===== src/fpma_pkg.sv =====
// Package of constants, register map and state types for the panel block
package fpma_pkg;

  // ==========================================================================
  // Timing
  // ==========================================================================
  localparam int CLK_HZ        = 10_000_000;
  localparam int HOLD_TIME_MS  = 5000;  // Long press for mode entry / exit
  localparam int DEBOUNCE_MS   = 20;    // Button settle time
  localparam int FLASH_MS      = 250;   // Half period of LED flashing
  localparam int HOLD_CYC      = HOLD_TIME_MS * (CLK_HZ / 1000);
  localparam int DEBOUNCE_CYC  = DEBOUNCE_MS * (CLK_HZ / 1000);
  localparam int FLASH_CYC     = FLASH_MS * (CLK_HZ / 1000);

  // ==========================================================================
  // Register map (byte offsets)
  // ==========================================================================
  localparam logic [7:0] OFS_CTRL      = 8'h00;
  localparam logic [7:0] OFS_ALARM_EN  = 8'h04;
  localparam logic [7:0] OFS_STATUS    = 8'h08;
  localparam logic [7:0] OFS_IRQ_STAT  = 8'h0C;
  localparam logic [7:0] OFS_IRQ_MASK  = 8'h10;
  localparam logic [7:0] OFS_SETTING   = 8'h14;
  localparam logic [7:0] OFS_IP_ADDR   = 8'h18;
  localparam logic [7:0] OFS_NET_MASK  = 8'h1C;
  localparam logic [7:0] OFS_GATEWAY   = 8'h20;
  localparam logic [7:0] OFS_ADDR_METH = 8'h24;

  // ==========================================================================
  // Fields and reset values
  // ==========================================================================
  localparam int NUM_ERR  = 8;          // Error conditions, bit 0 = supply
  localparam int NUM_IRQ  = 4;
  localparam int BIT_SUP_EN = 0;        // CTRL: redundancy supervision
  localparam int ERR_SUPPLY = 0;
  localparam int ERR_POE    = 1;
  localparam int IRQ_SUP    = 0;        // Supply error became active
  localparam int IRQ_ENTER  = 1;        // Selection mode entered
  localparam int IRQ_COMMIT = 2;        // Selection committed
  localparam int IRQ_ALARM  = 3;        // Alarm contact opened
  localparam logic           RST_SUP_EN   = 1'b1;
  localparam logic [NUM_ERR-1:0] RST_ALARM_EN = 8'h03;
  localparam logic [NUM_IRQ-1:0] RST_IRQ_MASK = 4'h0;
  localparam logic [31:0]    RST_IP       = 32'h00000000;
  localparam logic [1:0]     METH_BOOTP   = 2'h0;
  localparam logic [1:0]     METH_STATIC  = 2'h1;

  // Operating modes and pending selections
  localparam logic [1:0] OPM_PLAIN  = 2'h0;
  localparam logic [1:0] OPM_PROT_A = 2'h1;
  localparam logic [1:0] OPM_PROT_B = 2'h2;
  localparam logic [1:0] SEL_KEEP    = 2'h0;
  localparam logic [1:0] SEL_DEFAULT = 2'h1;
  localparam logic [1:0] SEL_PROT_A  = 2'h2;
  localparam logic [1:0] SEL_PROT_B  = 2'h3;

  // LED patterns, bit 0 = LED 1
  localparam logic [2:0] LED_KEEP    = 3'h4;
  localparam logic [2:0] LED_DEFAULT = 3'h2;
  localparam logic [2:0] LED_PROT_A  = 3'h6;
  localparam logic [2:0] LED_PROT_B  = 3'h1;
  localparam logic [2:0] LED_ALL     = 3'h7;
  localparam logic [2:0] LED_DARK    = 3'h0;
  localparam logic [2:0] DISP_BLANK  = 3'h0;

  // ==========================================================================
  // State types
  // ==========================================================================
  typedef enum logic [1:0] {
    ST_IDLE,
    ST_ENTER_REL,
    ST_SELECT,
    ST_EXIT_REL
  } fpma_mode_t;

  typedef struct packed {
    fpma_mode_t         mode;
    logic               sup_en;
    logic [NUM_ERR-1:0] alarm_en;
    logic [NUM_IRQ-1:0] irq_stat;
    logic [NUM_IRQ-1:0] irq_mask;
    logic [31:0]        ip_addr;
    logic [31:0]        net_mask;
    logic [31:0]        gateway;
    logic [1:0]         addr_meth;
    logic [1:0]         op_mode;
    logic [1:0]         sel;
    logic [31:0]        db_cnt;
    logic               btn_db;
    logic               btn_prev;
    logic [31:0]        hold_cnt;
    logic [31:0]        flash_cnt;
    logic               flash_ph;
    logic [2:0]         led;
    logic [2:0]         disp;
    logic               alarm_closed;
    logic               sup_err_prev;
    logic               irq;
    logic               save_req;
    logic               commit;
    logic [31:0]        rdata;
  } fpma_state_t;

  // LED pattern of a pending selection
  function automatic logic [2:0] sel_leds(input logic [1:0] s);
    case (s)
      SEL_KEEP:    sel_leds = LED_KEEP;
      SEL_DEFAULT: sel_leds = LED_DEFAULT;
      SEL_PROT_A:  sel_leds = LED_PROT_A;
      default:     sel_leds = LED_PROT_B;
    endcase
  endfunction : sel_leds

endpackage : fpma_pkg


===== src/fpma_top.sv =====
// Front panel supervision: supply redundancy, alarm contact, selection mode
//
// The register offsets and the address-and-strobe port were chosen for this implementation.

module fpma_top #(
  parameter int HOLD_CYCLES     = fpma_pkg::HOLD_CYC,
  parameter int DEBOUNCE_CYCLES = fpma_pkg::DEBOUNCE_CYC,
  parameter int FLASH_CYCLES    = fpma_pkg::FLASH_CYC
) (
  // Clock and reset
  input  wire logic        clk,
  input  wire logic        srst,
  // Register port
  input  wire logic [7:0]  reg_addr,
  input  wire logic [31:0] reg_wdata,
  input  wire logic        reg_wr,
  input  wire logic        reg_rd,
  output logic      [31:0] reg_rdata,
  // Supplies and error sources
  input  wire logic        supply_input_a,
  input  wire logic        supply_input_b,
  input  wire logic [fpma_pkg::NUM_ERR-1:1] ext_fault,
  // System events
  input  wire logic        boot_done,
  input  wire logic        restart_req,
  input  wire logic        mem_present,
  // Panel
  input  wire logic        mode_button,
  output logic      [2:0]  mode_led,
  output logic      [2:0]  disp_code,
  output logic             alarm_closed,
  // Configuration outputs
  output logic      [1:0]  op_mode,
  output logic             cfg_commit,
  output logic             cfg_save_req,
  output logic             irq
);

  // ==========================================================================
  // State
  // ==========================================================================
  fpma_pkg::fpma_state_t st_reg;
  fpma_pkg::fpma_state_t st_next;

  logic                         sup_err;
  logic [fpma_pkg::NUM_ERR-1:0] err_vec;
  logic [fpma_pkg::NUM_ERR-1:0] err_on;
  logic                         hold_hit;
  logic                         released;
  logic                         rd_hit_irq;
  logic [fpma_pkg::NUM_IRQ-1:0] irq_set;

  // Error conditions and their alarm gating
  always_comb begin
    sup_err = st_reg.sup_en & (supply_input_a ^ supply_input_b);
    err_vec = {ext_fault, sup_err};
    err_on  = err_vec & st_reg.alarm_en;
  end

  // Button events from the debounced level
  always_comb begin
    hold_hit = st_reg.btn_db && boot_done &&
               (st_reg.hold_cnt == 32'(HOLD_CYCLES - 1));
    released = st_reg.btn_prev && !st_reg.btn_db;
  end

  // ==========================================================================
  // Next state
  // ==========================================================================
  always_comb begin
    st_next    = st_reg;
    irq_set    = '0;
    rd_hit_irq = reg_rd && (reg_addr == fpma_pkg::OFS_IRQ_STAT);
    st_next.commit   = 1'b0;
    st_next.save_req = 1'b0;

    // Debounce: the level must differ for the full settle time
    if (mode_button != st_reg.btn_db) begin
      if (st_reg.db_cnt >= 32'(DEBOUNCE_CYCLES - 1)) begin
        st_next.btn_db = mode_button;
        st_next.db_cnt = '0;
      end else begin
        st_next.db_cnt = st_reg.db_cnt + 32'h00000001;
      end
    end else begin
      st_next.db_cnt = '0;
    end
    st_next.btn_prev = st_reg.btn_db;

    // Hold timer runs only on the debounced, pressed level
    if (st_reg.btn_db && boot_done) begin
      if (st_reg.hold_cnt != 32'(HOLD_CYCLES - 1)) begin
        st_next.hold_cnt = st_reg.hold_cnt + 32'h00000001;
      end
    end else begin
      st_next.hold_cnt = '0;
    end

    // Selection mode sequencing
    case (st_reg.mode)
      fpma_pkg::ST_IDLE: begin
        if (hold_hit) begin
          st_next.mode = fpma_pkg::ST_ENTER_REL;
          st_next.sel  = fpma_pkg::SEL_KEEP;
          irq_set[fpma_pkg::IRQ_ENTER] = 1'b1;
        end
      end
      fpma_pkg::ST_ENTER_REL: begin
        if (!st_reg.btn_db) begin
          st_next.mode = fpma_pkg::ST_SELECT;
        end
      end
      fpma_pkg::ST_SELECT: begin
        if (hold_hit) begin
          st_next.mode   = fpma_pkg::ST_EXIT_REL;
          st_next.commit = 1'b1;
          irq_set[fpma_pkg::IRQ_COMMIT] = 1'b1;
          case (st_reg.sel)
            fpma_pkg::SEL_DEFAULT: begin
              st_next.ip_addr   = fpma_pkg::RST_IP;
              st_next.net_mask  = fpma_pkg::RST_IP;
              st_next.gateway   = fpma_pkg::RST_IP;
              st_next.addr_meth = fpma_pkg::METH_BOOTP;
              st_next.op_mode   = fpma_pkg::OPM_PLAIN;
            end
            fpma_pkg::SEL_PROT_A: st_next.op_mode = fpma_pkg::OPM_PROT_A;
            fpma_pkg::SEL_PROT_B: st_next.op_mode = fpma_pkg::OPM_PROT_B;
            default: st_next.op_mode = st_reg.op_mode;
          endcase
        end else if (released) begin
          st_next.sel = st_reg.sel + 2'h1;
        end
      end
      fpma_pkg::ST_EXIT_REL: begin
        if (!st_reg.btn_db) begin
          st_next.mode = fpma_pkg::ST_IDLE;
        end
      end
      default: st_next.mode = fpma_pkg::ST_IDLE;
    endcase

    // Flash timebase, restarted whenever the mode is idle
    if (st_reg.mode == fpma_pkg::ST_IDLE) begin
      st_next.flash_cnt = '0;
      st_next.flash_ph  = 1'b0;
    end else if (st_reg.flash_cnt >= 32'(FLASH_CYCLES - 1)) begin
      st_next.flash_cnt = '0;
      st_next.flash_ph  = !st_reg.flash_ph;
    end else begin
      st_next.flash_cnt = st_reg.flash_cnt + 32'h00000001;
    end

    // LEDs alternate all-on and pending pattern; dark once committed
    if (st_next.mode == fpma_pkg::ST_IDLE ||
        st_next.mode == fpma_pkg::ST_EXIT_REL) begin
      st_next.led  = fpma_pkg::LED_DARK;
      st_next.disp = fpma_pkg::DISP_BLANK;
    end else begin
      st_next.led  = st_next.flash_ph ? fpma_pkg::sel_leds(st_next.sel)
                                      : fpma_pkg::LED_ALL;
      st_next.disp = {1'b0, st_next.sel} + 3'h1;
    end

    // Alarm contact closed only while no enabled error is present
    st_next.alarm_closed = ~|err_on;
    st_next.sup_err_prev = sup_err;
    if (sup_err && !st_reg.sup_err_prev) begin
      irq_set[fpma_pkg::IRQ_SUP] = 1'b1;
    end
    if (|err_on && st_reg.alarm_closed) begin
      irq_set[fpma_pkg::IRQ_ALARM] = 1'b1;
    end

    // Restart stores the active configuration when a module is fitted
    st_next.save_req = restart_req && mem_present;

    // Register writes
    if (reg_wr) begin
      case (reg_addr)
        fpma_pkg::OFS_CTRL:
          st_next.sup_en = reg_wdata[fpma_pkg::BIT_SUP_EN];
        fpma_pkg::OFS_ALARM_EN:
          st_next.alarm_en = reg_wdata[fpma_pkg::NUM_ERR-1:0];
        fpma_pkg::OFS_IRQ_MASK:
          st_next.irq_mask = reg_wdata[fpma_pkg::NUM_IRQ-1:0];
        fpma_pkg::OFS_SETTING:
          st_next.op_mode = reg_wdata[1:0];
        fpma_pkg::OFS_IP_ADDR:   st_next.ip_addr   = reg_wdata;
        fpma_pkg::OFS_NET_MASK:  st_next.net_mask  = reg_wdata;
        fpma_pkg::OFS_GATEWAY:   st_next.gateway   = reg_wdata;
        fpma_pkg::OFS_ADDR_METH: st_next.addr_meth = reg_wdata[1:0];
        default: st_next.sup_en = st_reg.sup_en;
      endcase
    end

    // Sticky status: read clears, a new event in the same cycle wins
    st_next.irq_stat = (rd_hit_irq ? '0 : st_reg.irq_stat) | irq_set;
    st_next.irq      = |(st_next.irq_stat & st_next.irq_mask);

    // Register reads, data valid in the following cycle only
    st_next.rdata = 32'h00000000;
    if (reg_rd) begin
      case (reg_addr)
        fpma_pkg::OFS_CTRL:
          st_next.rdata = {31'h00000000, st_reg.sup_en};
        fpma_pkg::OFS_ALARM_EN:
          st_next.rdata = {24'h000000, st_reg.alarm_en};
        fpma_pkg::OFS_STATUS:
          st_next.rdata = {16'h0000, supply_input_b, supply_input_a,
                           st_reg.op_mode,
                           (st_reg.mode != fpma_pkg::ST_IDLE),
                           st_reg.sel, st_reg.alarm_closed, err_vec};
        fpma_pkg::OFS_IRQ_STAT:
          st_next.rdata = {28'h0000000, st_reg.irq_stat};
        fpma_pkg::OFS_IRQ_MASK:
          st_next.rdata = {28'h0000000, st_reg.irq_mask};
        fpma_pkg::OFS_SETTING:
          st_next.rdata = {30'h00000000, st_reg.op_mode};
        fpma_pkg::OFS_IP_ADDR:   st_next.rdata = st_reg.ip_addr;
        fpma_pkg::OFS_NET_MASK:  st_next.rdata = st_reg.net_mask;
        fpma_pkg::OFS_GATEWAY:   st_next.rdata = st_reg.gateway;
        fpma_pkg::OFS_ADDR_METH:
          st_next.rdata = {30'h00000000, st_reg.addr_meth};
        default: st_next.rdata = 32'h00000000;
      endcase
    end
  end

  // ==========================================================================
  // Registers
  // ==========================================================================
  always_ff @(posedge clk) begin
    if (srst) begin
      st_reg              <= '0;
      st_reg.mode         <= fpma_pkg::ST_IDLE;
      st_reg.sup_en       <= fpma_pkg::RST_SUP_EN;
      st_reg.alarm_en     <= fpma_pkg::RST_ALARM_EN;
      st_reg.irq_mask     <= fpma_pkg::RST_IRQ_MASK;
      st_reg.ip_addr      <= fpma_pkg::RST_IP;
      st_reg.net_mask     <= fpma_pkg::RST_IP;
      st_reg.gateway      <= fpma_pkg::RST_IP;
      st_reg.addr_meth    <= fpma_pkg::METH_BOOTP;
      st_reg.op_mode      <= fpma_pkg::OPM_PLAIN;
      st_reg.sel          <= fpma_pkg::SEL_KEEP;
      st_reg.led          <= fpma_pkg::LED_DARK;
      st_reg.disp         <= fpma_pkg::DISP_BLANK;
      st_reg.alarm_closed <= 1'b1;
    end else begin
      st_reg <= st_next;
    end
  end

  // Outputs straight from the state register
  assign reg_rdata    = st_reg.rdata;
  assign mode_led     = st_reg.led;
  assign disp_code    = st_reg.disp;
  assign alarm_closed = st_reg.alarm_closed;
  assign op_mode      = st_reg.op_mode;
  assign cfg_commit   = st_reg.commit;
  assign cfg_save_req = st_reg.save_req;
  assign irq          = st_reg.irq;

endmodule : fpma_top


===== config.mk =====
export PLATFORM = sky130hd
export DESIGN_NAME = fpma_top
export DESIGN_NICKNAME = d
export VERILOG_FILES = /design/src/fpma_pkg.sv /design/src/fpma_top.sv
export SDC_FILE = /design/constraint.sdc
export NUM_CORES = 1
export LEC_CHECK = 0
export ABC_AREA = 1
export BUFFER_PORTS_ARGS = -buffer_cell sky130_fd_sc_hd__buf_2
export CAP_MARGIN = 20
export CORE_ASPECT_RATIO = 0.6
export CORE_UTILIZATION = 35
export CTS_CLUSTER_DIAMETER = 80
export DETAILED_ROUTE_END_ITERATION = 6
export PLACE_DENSITY = 0.53
export SLEW_MARGIN = 25
export SYNTH_ARGS = -nofsm -noshare
export SYNTH_HDL_FRONTEND = slang
export SYNTH_SLANG_ARGS = --single-unit

===== constraint.sdc =====
create_clock -name clk -period 2.45 [get_ports clk]
set_input_delay 0.3675 -clock clk [delete_from_list [all_inputs] [get_ports clk]]
set_output_delay 0.3675 -clock clk [all_outputs]
set_load 0.05 [all_outputs]

==> results of run 1 <==
-- placed cells by master, fill, tap and decap left out, types with 7 or more instances in the layout --
master | netlist | layout
sky130_fd_sc_hd__nor2_1 | 185 | 183
sky130_fd_sc_hd__nand3_2 | 11 | 12
sky130_fd_sc_hd__nand3b_1 | 20 | 20
sky130_fd_sc_hd__o211ai_1 | 11 | 11
sky130_fd_sc_hd__buf_4 | 46 | 36
sky130_fd_sc_hd__dfxtp_1 | 263 | 263
sky130_fd_sc_hd__conb_1 | 1 | 24
sky130_fd_sc_hd__or2_2 | 12 | 12
sky130_fd_sc_hd__nand3_1 | 114 | 113
sky130_fd_sc_hd__nand2_1 | 396 | 396
sky130_fd_sc_hd__ha_1 | 11 | 10
sky130_fd_sc_hd__buf_2 | 19 | 99
sky130_fd_sc_hd__a21oi_2 | 7 | 7
sky130_fd_sc_hd__a22o_1 | 7 | 7
sky130_fd_sc_hd__nand4_1 | 27 | 27
sky130_fd_sc_hd__a21oi_1 | 153 | 153
sky130_fd_sc_hd__o21ai_0 | 29 | 29
sky130_fd_sc_hd__nor3_1 | 33 | 32
sky130_fd_sc_hd__clkbuf_16 | 0 | 27
sky130_fd_sc_hd__clkbuf_8 | 0 | 8
sky130_fd_sc_hd__nor2_2 | 6 | 8
sky130_fd_sc_hd__xnor2_1 | 10 | 10
sky130_fd_sc_hd__inv_1 | 151 | 151
sky130_fd_sc_hd__xor2_1 | 21 | 21
-- through the flow --
step / std cells / util, % / cell area, um^2 / total power [mW]
floorplan: 1634 / - / 11900 / 4.51
global placement: 2121 / 38.6 / 12600 / 4.64
detailed placement: 2121 / 38.6 / 12600 / 4.64
CTS: 2168 / 41.6 / 13600 / 9.18
global route: 2168 / 41.6 / 13600 / 9.38
finish: 2168 / 41.6 / 13600 / 9.06
-- worst max path at each step --
stage | depth (start not counted) | endpoint | slack [ns]
5_1_grt | 15 | mode_led[2] | 0.001
3_5_place_dp | 11 | reg_rdata[11] | 0.18
3_3_place_gp | 11 | reg_rdata[11] | 0.15
6_report | 11 | st_reg[178] | 0.20
2_1_floorplan | 15 | mode_led[2] | 0.54
4_1_cts | 15 | mode_led[2] | 0.20
-- power by group --
| group | internal (mW) | switching (mW) |
|---|---|---|
| Sequential | 4.31 | 0.0127 |
| Clock | 2.77 | 1.75 |
| Combinational | 0.0617 | 0.164 |
| Total | 7.14 | 1.93 |
-- cells by family after synthesis --
group	count (synthesis)
buffers and inverters	253
AO/OA/AOI/OAI	224
XOR/XNOR	31
AND/OR/NAND/NOR	828
other	1
flip-flops	263
adder cells (fa/ha/maj)	11
-- layout make-up --
type                            count  area share, %
Inverter                          153           4.22
Sequential cell                   263           38.7
Clock inverter                     11           1.36
Tap cell                          450           4.14
Multi-Input combinational cell   1118           39.9
Timing Repair Buffer              137           5.92
Clock buffer                       36           5.80
-- layer usage --
| metal | GRT usage [%] | part of all wire, % | wire (um) | up-vias |
|---|---|---|---|---|
| met5 | 0 | 0 | 0 | - |
| met4 | 4.52 | 2.0 | 691 | 0 |
| met3 | 3.57 | 6.7 | 2290 | 40 |
| met2 | 26.8 | 38 | 12900 | 308 |
| met1 | 31.2 | 53 | 18100 | 4788 |
| li1 | - | - | - | 5313 |
-- repair_timing --
action	4_1_cts	5_1_grt
buffers inserted	0	0
gates resized for setup	0	3
endpoints found under the setup margin	0	2
-- critical path: stages, from the launching register on --
cell and delay [ns]:
sky130_fd_sc_hd__dfxtp_1 0.40, sky130_fd_sc_hd__ha_2 0.24, sky130_fd_sc_hd__nand2_1 0.11, sky130_fd_sc_hd__nor2_4 0.19
sky130_fd_sc_hd__nand3_2 0.11, sky130_fd_sc_hd__nor2_4 0.19, sky130_fd_sc_hd__nand2_4 0.09, sky130_fd_sc_hd__nor2_4 0.15
sky130_fd_sc_hd__nand3_4 0.09, sky130_fd_sc_hd__buf_12 0.24, sky130_fd_sc_hd__nand3b_1 0.16, sky130_fd_sc_hd__a21oi_1 0.07
==> metrics.csv, run 1 <==
metric,value,unit
area of the core,32700,um^2
Final setup violation count,0,
initial core utilization,35.9,%
clock tree from TritonCTS,yes,
remaining design rule violation count,1,
DRT Wirelength,34000,um
area taken by multi-input logic gates,5430,um^2
row count,51,
Fillers,3384,
relative slew slack,55.4,%
Worst-Margin Slew,0.669,ns
overall die width,239,um
launching instance or port of the critical path,st_reg[77],
detailed-routing iteration count for the pre-antenna-repair pass,7,
top cells by area in the synthesized netlist,"sky130_fd_sc_hd__dfxtp_1, sky130_fd_sc_hd__nand2_1, sky130_fd_sc_hd__a21oi_1",
number of global-route vias before repair,9469,
min Tclk post-route,2.25,ns
static leakage,5.24,nW
timing-limited maximum frequency,444,MHz
Synth Area per Inst,7.30,um^2
fraction of layout cells with a size suffix above 1,13.9,%
part of the cycle the worst path needs,92.0,%
cell count after synthesis,1611,
critical path type,reg2reg,
commonest cells in the netlist,"sky130_fd_sc_hd__nand2_1, sky130_fd_sc_hd__dfxtp_1, sky130_fd_sc_hd__nor2_1",
setup slack of the critical path after layout,0.196,ns
number of flops mapped to enable cells by yosys,0,
number of antenna violations at the first check in global routing,0,
setup repair after global routing missed its margin,no,
post-synthesis sequential element count,263,
final max-slew violation count,0,
proportion of netlist area held by the largest area contributor,44.7,%
hold buffer count at cts,0,
sequential cell area,5270,um^2
clock input transition at the sequential cells of the worst setup and hold paths,0.06,ns
# diodes,0,
category of the worst setup path launch point,register,
GRT Residual Overflow,0,
number of distinct library cells after synthesis,41,
largest area contributor in the synthesized netlist,sky130_fd_sc_hd__dfxtp_1,
post-synthesis cell area,11800,um^2
main combinational cell family by area after synthesis,simple AND/OR/NAND/NOR gates,
area of the die,34400,um^2
number of clock buffers inserted by TritonCTS,26,
H-tree depth reported by CTS,1,
synthesized-area fraction occupied by adder cells,1.17,%
setup slack after placement,0.181,ns
primary flip-flop cell chosen by synthesis mapping,sky130_fd_sc_hd__dfxtp_1,
fraction of synthesized cell area in xor and xnor cells,2.31,%
fraction of synthesized area in multiplexers,0,%
FF-to-FF End,st_reg[178],
critical path required time,2.85,ns
Yosys Warn Count,0,
largest voltage drop on the vdd net,473,uV
hpwl dp,24300,um
average vias per placed instance,4.82,
result of the run,"finished, violations left",
summed negative setup slack over all endpoints,0,ns
maximum root-to-sink buffer count,3,
Syn-to-layout area delta,15.7,%
kind of end point of the critical path,register,
maximum number of pins on one net before global-route repair,99,
failing checks,DRC,
Compound-Gate Fraction of Synth Area,10.6,%
Hold Startpoint,mem_present,
worst reg-to-reg path cell count,11,
cell area power density,666,nW/um^2
worst hold-check slack,0.0540,ns
count of maximum capacitance violations,0,
Final Hold Violating Endpoints,0,
worst clock skew,0.0143,ns
Layout Nets,1767,
sequential element share of the synthesized area,44.7,%
number of ports placed on the die boundary,101,
synthesized-area fraction occupied by and/or/nand/nor cells,31.2,%
Hold Path Sink,cfg_save_req,
Iteration-0 DRC Markers,869,
Skew-Pair Late Insertion Delay,0.55,ns
sinks on the clock net,263,
cell with the most instances after synthesis,sky130_fd_sc_hd__nand2_1,
r2r setup slk,0.20,ns
average routed wire per standard cell,15.7,um
global-route wire length before repair,52900,um
Clock Tree Root,sky130_fd_sc_hd__clkbuf_16,
async set or reset register ratio after synthesis,0,%
total number of vias,10400,
number of nets with antenna violations after routing,0,
Tot GR Track Use,19.7,%
final weighted congestion in routability-driven placement,0.914,
FF-to-FF Start,st_reg[77],
number of port buffers,100,
Largest register FFs,218,
worst-path maximum fanout,98,
number of stages on the worst hold path,3,
die height,144,um
endpoint arrival time on the critical path,2.65,ns
type of the tightest min-delay check,in2reg,
Power figures use the tool's default switching activity.
==> run 2: changes to the inputs <==
--- a/config.mk
+++ b/config.mk
@@ -10,6 +10,7 @@
 export CAP_MARGIN = 20
 export CORE_ASPECT_RATIO = 0.6
 export CORE_UTILIZATION = 35
+export CTS_BUF_LIST = sky130_fd_sc_hd__clkbuf_4
 export CTS_CLUSTER_DIAMETER = 80
 export DETAILED_ROUTE_END_ITERATION = 6
 export PLACE_DENSITY = 0.53
@@ -17,3 +18,4 @@
 export SYNTH_ARGS = -nofsm -noshare
 export SYNTH_HDL_FRONTEND = slang
 export SYNTH_SLANG_ARGS = --single-unit
+export TNS_END_PERCENT = 100
==> run 2 against run 1 <==
Compared with the run above: the run now ends clean; final cell count is 5.3% higher; count of clock-buffer cells in the layout grew 63; core utilization up 1.1 points; critical endpoint unchanged; largest power group is now registers; highest routed layer unchanged.
==> metrics.csv, run 2 (same netlist as run 1, synthesis figures left out) <==
metric,value,unit,change
Finished Core Util,42.6,%,+1.1 points
critical path type,reg2reg,,
count of maximum capacitance violations,0,,unchanged
FF-to-FF Start,st_reg[77],,
GRT Residual Overflow,0,,unchanged
endpoint arrival time on the critical path,2.81,ns,+0.16 ns
area of the die,34400,um^2,unchanged
launching instance or port of the critical path,st_reg[77],,
Syn-to-layout area delta,18.6,%,
series of cell instances along the critical path,ha_2 -> nand2_1 -> nor2_4 -> nand3_2 -> nor2_4 -> nand2_4 -> nor2_4 -> nand3_4 -> buf_12 -> nand3b_1 -> a21oi_1,,
r2r setup slk,0.21,ns,+0.02 ns
setup slack after placement,0.181,ns,unchanged
result of the run,finished clean,,
slowest stage cell on the critical path,sky130_fd_sc_hd__dfxtp_1,,
longest individual stage delay on the worst path,0.40,ns,about the same
initial core utilization,35.9,%,unchanged
summed negative setup slack over all endpoints,0,ns,unchanged
"commonest cells after routing, fill and taps aside","sky130_fd_sc_hd__nand2_1, sky130_fd_sc_hd__dfxtp_1, sky130_fd_sc_hd__nor2_1",,
Crit path max-delay family,simple AND/OR/NAND/NOR gates,,
largest voltage drop on the vdd net,226,uV,-52%
overall power of the completed layout,8.48,mW,-6.4%
number of port buffers,100,,unchanged
overall die width,239,um,unchanged
maximum root-to-sink buffer count,3,,unchanged
maximum number of pins on one net before global-route repair,99,,unchanged
"commonest non-fill, non-tap cell in the layout",sky130_fd_sc_hd__nand2_1,,
category of the worst setup path launch point,register,,
number of ports placed on the die boundary,101,,unchanged
type of the tightest min-delay check,in2reg,,
Skew-Pair Late Insertion Delay,0.75,ns,+0.20 ns
static leakage,5.46,nW,+4.2%
timing-limited maximum frequency,447,MHz,+0.86%
Iteration-0 DRC Markers,876,,+0.81%
fraction of layout cells with a size suffix above 1,16.1,%,+2.3 points
Layout Nets,1857,,+5.1%
setup slack of the critical path after layout,0.215,ns,+0.0191 ns
remaining design rule violation count,0,,-1
number of global-route vias before repair,10100,,+7.1%
Clock Tree Root,sky130_fd_sc_hd__clkbuf_4,,
number of clock buffers inserted by TritonCTS,69,,+170%
Hold Startpoint,ext_fault[1],,
detailed-routing iteration count for the pre-antenna-repair pass,5,,-2
relative slew slack,54.4,%,-0.97 points
critical path required time,3.02,ns,+0.17 ns
Tot GR Track Use,20.7,%,+0.95 points
kind of end point of the critical path,register,,
average routed wire per standard cell,15.4,um,-1.9%
DRT Wirelength,35200,um,+3.3%
part of the cycle the worst path needs,91.2,%,-0.78 points
worst clock skew,0.0445,ns,+0.0302 ns
average vias per placed instance,4.78,,-0.76%
count of buffering cells on the critical path with inverters included,1,,unchanged
clock tree from TritonCTS,yes,,
area of the core,32700,um^2,unchanged
min Tclk post-route,2.24,ns,-0.0191 ns
hpwl dp,24300,um,unchanged
row count,51,,unchanged
worst-path maximum fanout,98,,unchanged
number of antenna violations at the first check in global routing,4,,+4
Final Hold Violating Endpoints,0,,unchanged
H-tree depth reported by CTS,3,,+2
setup repair after global routing missed its margin,no,,
Worst-Margin Slew,0.678,ns,+0.00830 ns
Largest register FFs,218,,unchanged
global-route wire length before repair,54800,um,+3.5%
total number of vias,10900,,+4.5%
Final setup violation count,0,,unchanged
cell area power density,607,nW/um^2,-8.8%
die height,144,um,unchanged
final weighted congestion in routability-driven placement,0.914,,unchanged
library cell appearing most often on the critical path,sky130_fd_sc_hd__nor2_4,,
number of nets with antenna violations after routing,0,,unchanged
final max-slew violation count,0,,unchanged
clock input transition at the sequential cells of the worst setup and hold paths,0.06,ns,about the same
sinks on the clock net,263,,unchanged
run 2: routing by layer:
layer	vias to the layer above	global-route usage (%)	part of all wire, %
li1	5531	-	-
met1	4998	31.3	53
met2	323	27.0	38
met3	68	5.42	6.9
met4	0	8.06	2.4
met5	-	0	0
run 2: worst min-delay path, delay by kind of cell:
family | cells | cell delay [ns]
buffers and inverters | 1 | 0.13
AO/OA/AOI/OAI | 1 | 0.07
AND/OR/NAND/NOR | 3 | 0.22
run 2: power breakdown:
part,switching (mW),internal (mW),total (mW)
clock network,1.83,2.04,3.87
logic,0.177,0.110,0.287
registers,0.0124,4.31,4.32
total,2.02,6.46,8.48
run 2: worst paths after layout:
check                 end  cells after the start
min reg2reg    st_reg[44]                      1
max reg2reg   st_reg[178]                     11
min          reg_rdata[1]                      5
max           st_reg[178]                     11
run 2: stage by stage:
step	hold slack [ns]	instance area, um^2	cells
floorplan	0.418	11900	1634
global route	0.110	14000	2283
CTS	0.0548	13900	2279
finish	0.139	14000	2283
detailed placement	0.437	12600	2121
global placement	0.430	12600	2121
run 2: area by class of cell:
class | instances | area [um^2]
clock inverter | 12 | 98.8
multi-input combinational | 1118 | 5430
fill | 3440 | 18800
sequential | 263 | 5270
clock buffer | 99 | 743
timing repair buffer | 184 | 1280
tap | 450 | 563
inverter | 153 | 574
antenna | 4 | 10.0
run 2: timing repair:
item,CTS,global route
hold buffers,47,0
hold endpoints to repair,120,0
gates resized for setup,0,3
buffers inserted,0,0
endpoints found under the setup margin,0,2
==> run 3: changes to the inputs <==
--- a/config.mk
+++ b/config.mk
@@ -9,12 +9,11 @@
 export BUFFER_PORTS_ARGS = -buffer_cell sky130_fd_sc_hd__buf_2
 export CAP_MARGIN = 20
 export CORE_ASPECT_RATIO = 0.6
-export CORE_UTILIZATION = 35
+export CORE_UTILIZATION = 60
 export CTS_BUF_LIST = sky130_fd_sc_hd__clkbuf_4
 export CTS_CLUSTER_DIAMETER = 80
 export DETAILED_ROUTE_END_ITERATION = 6
-export PLACE_DENSITY = 0.53
-export SLEW_MARGIN = 25
+export PLACE_DENSITY = 0.81
 export SYNTH_ARGS = -nofsm -noshare
 export SYNTH_HDL_FRONTEND = slang
 export SYNTH_SLANG_ARGS = --single-unit
==> run 3 against run 2 <==
Compared with the run above: fmax down 2.0%; die area down 41%; global-route usage up 10 points; final cell count down 9.1%; sequential cell count unchanged; clock power down 13%; via count up 1.5%; worst hold slack worse by 0.074 ns; clock skew down 0.010 ns; critical path type unchanged; critical endpoint is now mode_led[1]; largest power group unchanged.
==> metrics.csv, run 3 (same netlist as run 1, synthesis figures left out) <==
metric,value,unit,change
number of nets with antenna violations after routing,0,,unchanged
Post-CTS Setup Inserts,0,,unchanged
number of global-route vias before repair,9947,,-1.9%
overall die width,183,um,-23%
hold buffer count at cts,40,,-15%
Final Hold Violating Endpoints,0,,unchanged
initial core utilization,61.5,%,+26 points
Layout Nets,1833,,-1.3%
setup slack after placement,0.242,ns,+0.0607 ns
Largest register FFs,218,,unchanged
kind of end point of the critical path,register,,
result of the run,finished clean,,
remaining design rule violation count,0,,unchanged
maximum number of pins on one net before global-route repair,99,,unchanged
cts repair resizes,0,,unchanged
final max-slew violation count,0,,unchanged
DRT Wirelength,31100,um,-12%
Fillers,1619,,-53%
final instance area,13500,um^2,-3.2%
die height,110,um,-23%
average vias per placed instance,5.34,,+12%
area of the core,19100,um^2,-42%
total number of vias,11100,,+1.5%
H-tree depth reported by CTS,2,,-1
GRT Residual Overflow,0,,unchanged
slowest stage cell on the critical path,sky130_fd_sc_hd__dfxtp_1,,
setup repair after global routing missed its margin,no,,
Finished Core Util,70.6,%,+28 points
global-route wire length before repair,49900,um,-8.9%
Flop pwr share,54.4,%,+3.5 points
internal power,6.06,mW,-6.3%
overall power of the completed layout,7.94,mW,-6.3%
Net Sw Frac,23.8,%,-0.052 points
number of clock buffers inserted by TritonCTS,60,,-13%
clock input transition at the sequential cells of the worst setup and hold paths,0.07,ns,about the same
summed negative setup slack over all endpoints,0,ns,unchanged
series of cell instances along the critical path,nand2_2 -> nor2_4 -> nand3_1 -> nor3_1 -> nand3_1 -> nor2_1 -> inv_1 -> nand2_1 -> inv_1 -> ha_1 -> nor2_1 -> nor2_1,,
hpwl dp,21500,um,-11%
sinks on the clock net,263,,unchanged
relative slew slack,49.0,%,-5.4 points
critical path required time,3.03,ns,about the same
Finished Layout Cells,2076,,-9.1%
"commonest non-fill, non-tap cell in the layout",sky130_fd_sc_hd__nand2_1,,
Placed Cells incl. Taps,1929,,-9.1%
category of the worst setup path launch point,register,,
Skew-Pair Late Insertion Delay,0.70,ns,-0.05 ns
Placement Cell Area,12400,um^2,-2.0%
worst clock skew,0.0342,ns,-0.0102 ns
type of the tightest min-delay check,in2reg,,
maximum root-to-sink buffer count,3,,unchanged
# diodes,0,,-4
Clock Tree Root,sky130_fd_sc_hd__clkbuf_4,,
min Tclk post-route,2.28,ns,+0.0450 ns
critical path type,reg2reg,,
endpoint arrival time on the critical path,2.86,ns,+0.05 ns
Tot GR Track Use,30.8,%,+10 points
area of the die,20200,um^2,-41%
setup slack of the critical path after layout,0.170,ns,-0.0450 ns
fraction of layout cells with a size suffix above 1,15.2,%,-0.88 points
area taken by multi-input logic gates,5410,um^2,-0.28%
"commonest cells after routing, fill and taps aside","sky130_fd_sc_hd__nand2_1, sky130_fd_sc_hd__dfxtp_1, sky130_fd_sc_hd__nor2_1",,
sequential cell area,5270,um^2,unchanged
library cell appearing most often on the critical path,sky130_fd_sc_hd__nor2_1,,
number of port buffers,100,,unchanged
number of antenna violations at the first check in global routing,0,,-4
cell area power density,588,nW/um^2,-3.2%
Syn-to-layout area delta,14.8,%,
part of the cycle the worst path needs,93.1,%,+1.8 points
part of the total power dissipated in the clock network,42.3,%,-3.4 points
number of ports placed on the die boundary,101,,unchanged
average routed wire per standard cell,15.0,um,-2.7%
largest voltage drop on the vdd net,411,uV,+82%
count of maximum capacitance violations,0,,unchanged
Net Switching,1.89,mW,-6.5%
logic gate share of total power,3.3,%,about the same
clock tree from TritonCTS,yes,,
detailed-routing iteration count for the pre-antenna-repair pass,5,,unchanged
Worst-Margin Slew,0.765,ns,+0.0874 ns
Final setup violation count,0,,unchanged
worst hold-check slack,0.0654,ns,-0.0740 ns
static leakage,5.35,nW,-2.0%
final weighted congestion in routability-driven placement,0.992,,+8.6%
longest individual stage delay on the worst path,0.40,ns,about the same
worst-path maximum fanout,6,,-94%
Iteration-0 DRC Markers,1191,,+36%
row count,39,,-24%
timing-limited maximum frequency,439,MHz,-2.0%
## run 3: cell types whose count changed in the layout (fill, tap and decap cells not counted), sizes merged
cell / previous run / this run
clkbuf: 99 / 88
buf: 137 / 129
clkinv: 9 / 17
dlygate4sd3: 47 / 40
diode: 4 / 0
bufinv: 2 / 0
inv: 154 / 155
## run 3: metal layers
| metal | global-route usage, % | wire [um] |
|---|---|---|
| met1 | 48.4 | 15200 |
| met4 | 7.61 | 345 |
| met2 | 41.2 | 12200 |
| met5 | 0 | 0 |
| met3 | 7.45 | 3350 |
## run 3: layout make-up
cell class | instances | area share (%)
multi-input cells | 1118 | 40.1
inverters | 153 | 4.25
clock inverters | 19 | 0.583
well taps | 266 | 2.46
repair buffers | 169 | 8.76
flip-flops and latches | 263 | 39.0
clock buffers | 88 | 4.89
## run 3: path summary, 6_finish.rpt
path	slack [ns]	start	end	cells after the start
setup / recovery	0.17	st_reg[97]	mode_led[1]	12
hold / removal	0.07	reg_wr	st_reg[260]	3
setup reg to reg	0.17	st_reg[97]	mode_led[1]	12
hold reg to reg	0.45	st_reg[44]	st_reg[44]	1
## run 3: critical path: cells and delay by family (launching register included)
| family | cells | cell delay, ns |
|---|---|---|
| adder cells (fa/ha/maj) | 1 | 0.30 |
| buffers and inverters | 2 | 0.15 |
| flip-flops | 1 | 0.40 |
| AND/OR/NAND/NOR | 9 | 1.31 |
## run 3: power by group through the flow
stage          Combinational, mW  Clock (mW)  Sequential [mW]
5_1_grt                    0.288        3.67             4.32
6_report                   0.266        3.36             4.32
3_5_place_dp               0.209           0             4.42
4_1_cts                    0.260        3.43             4.32
3_3_place_gp               0.208           0             4.42
2_1_floorplan             0.0893           0             4.42
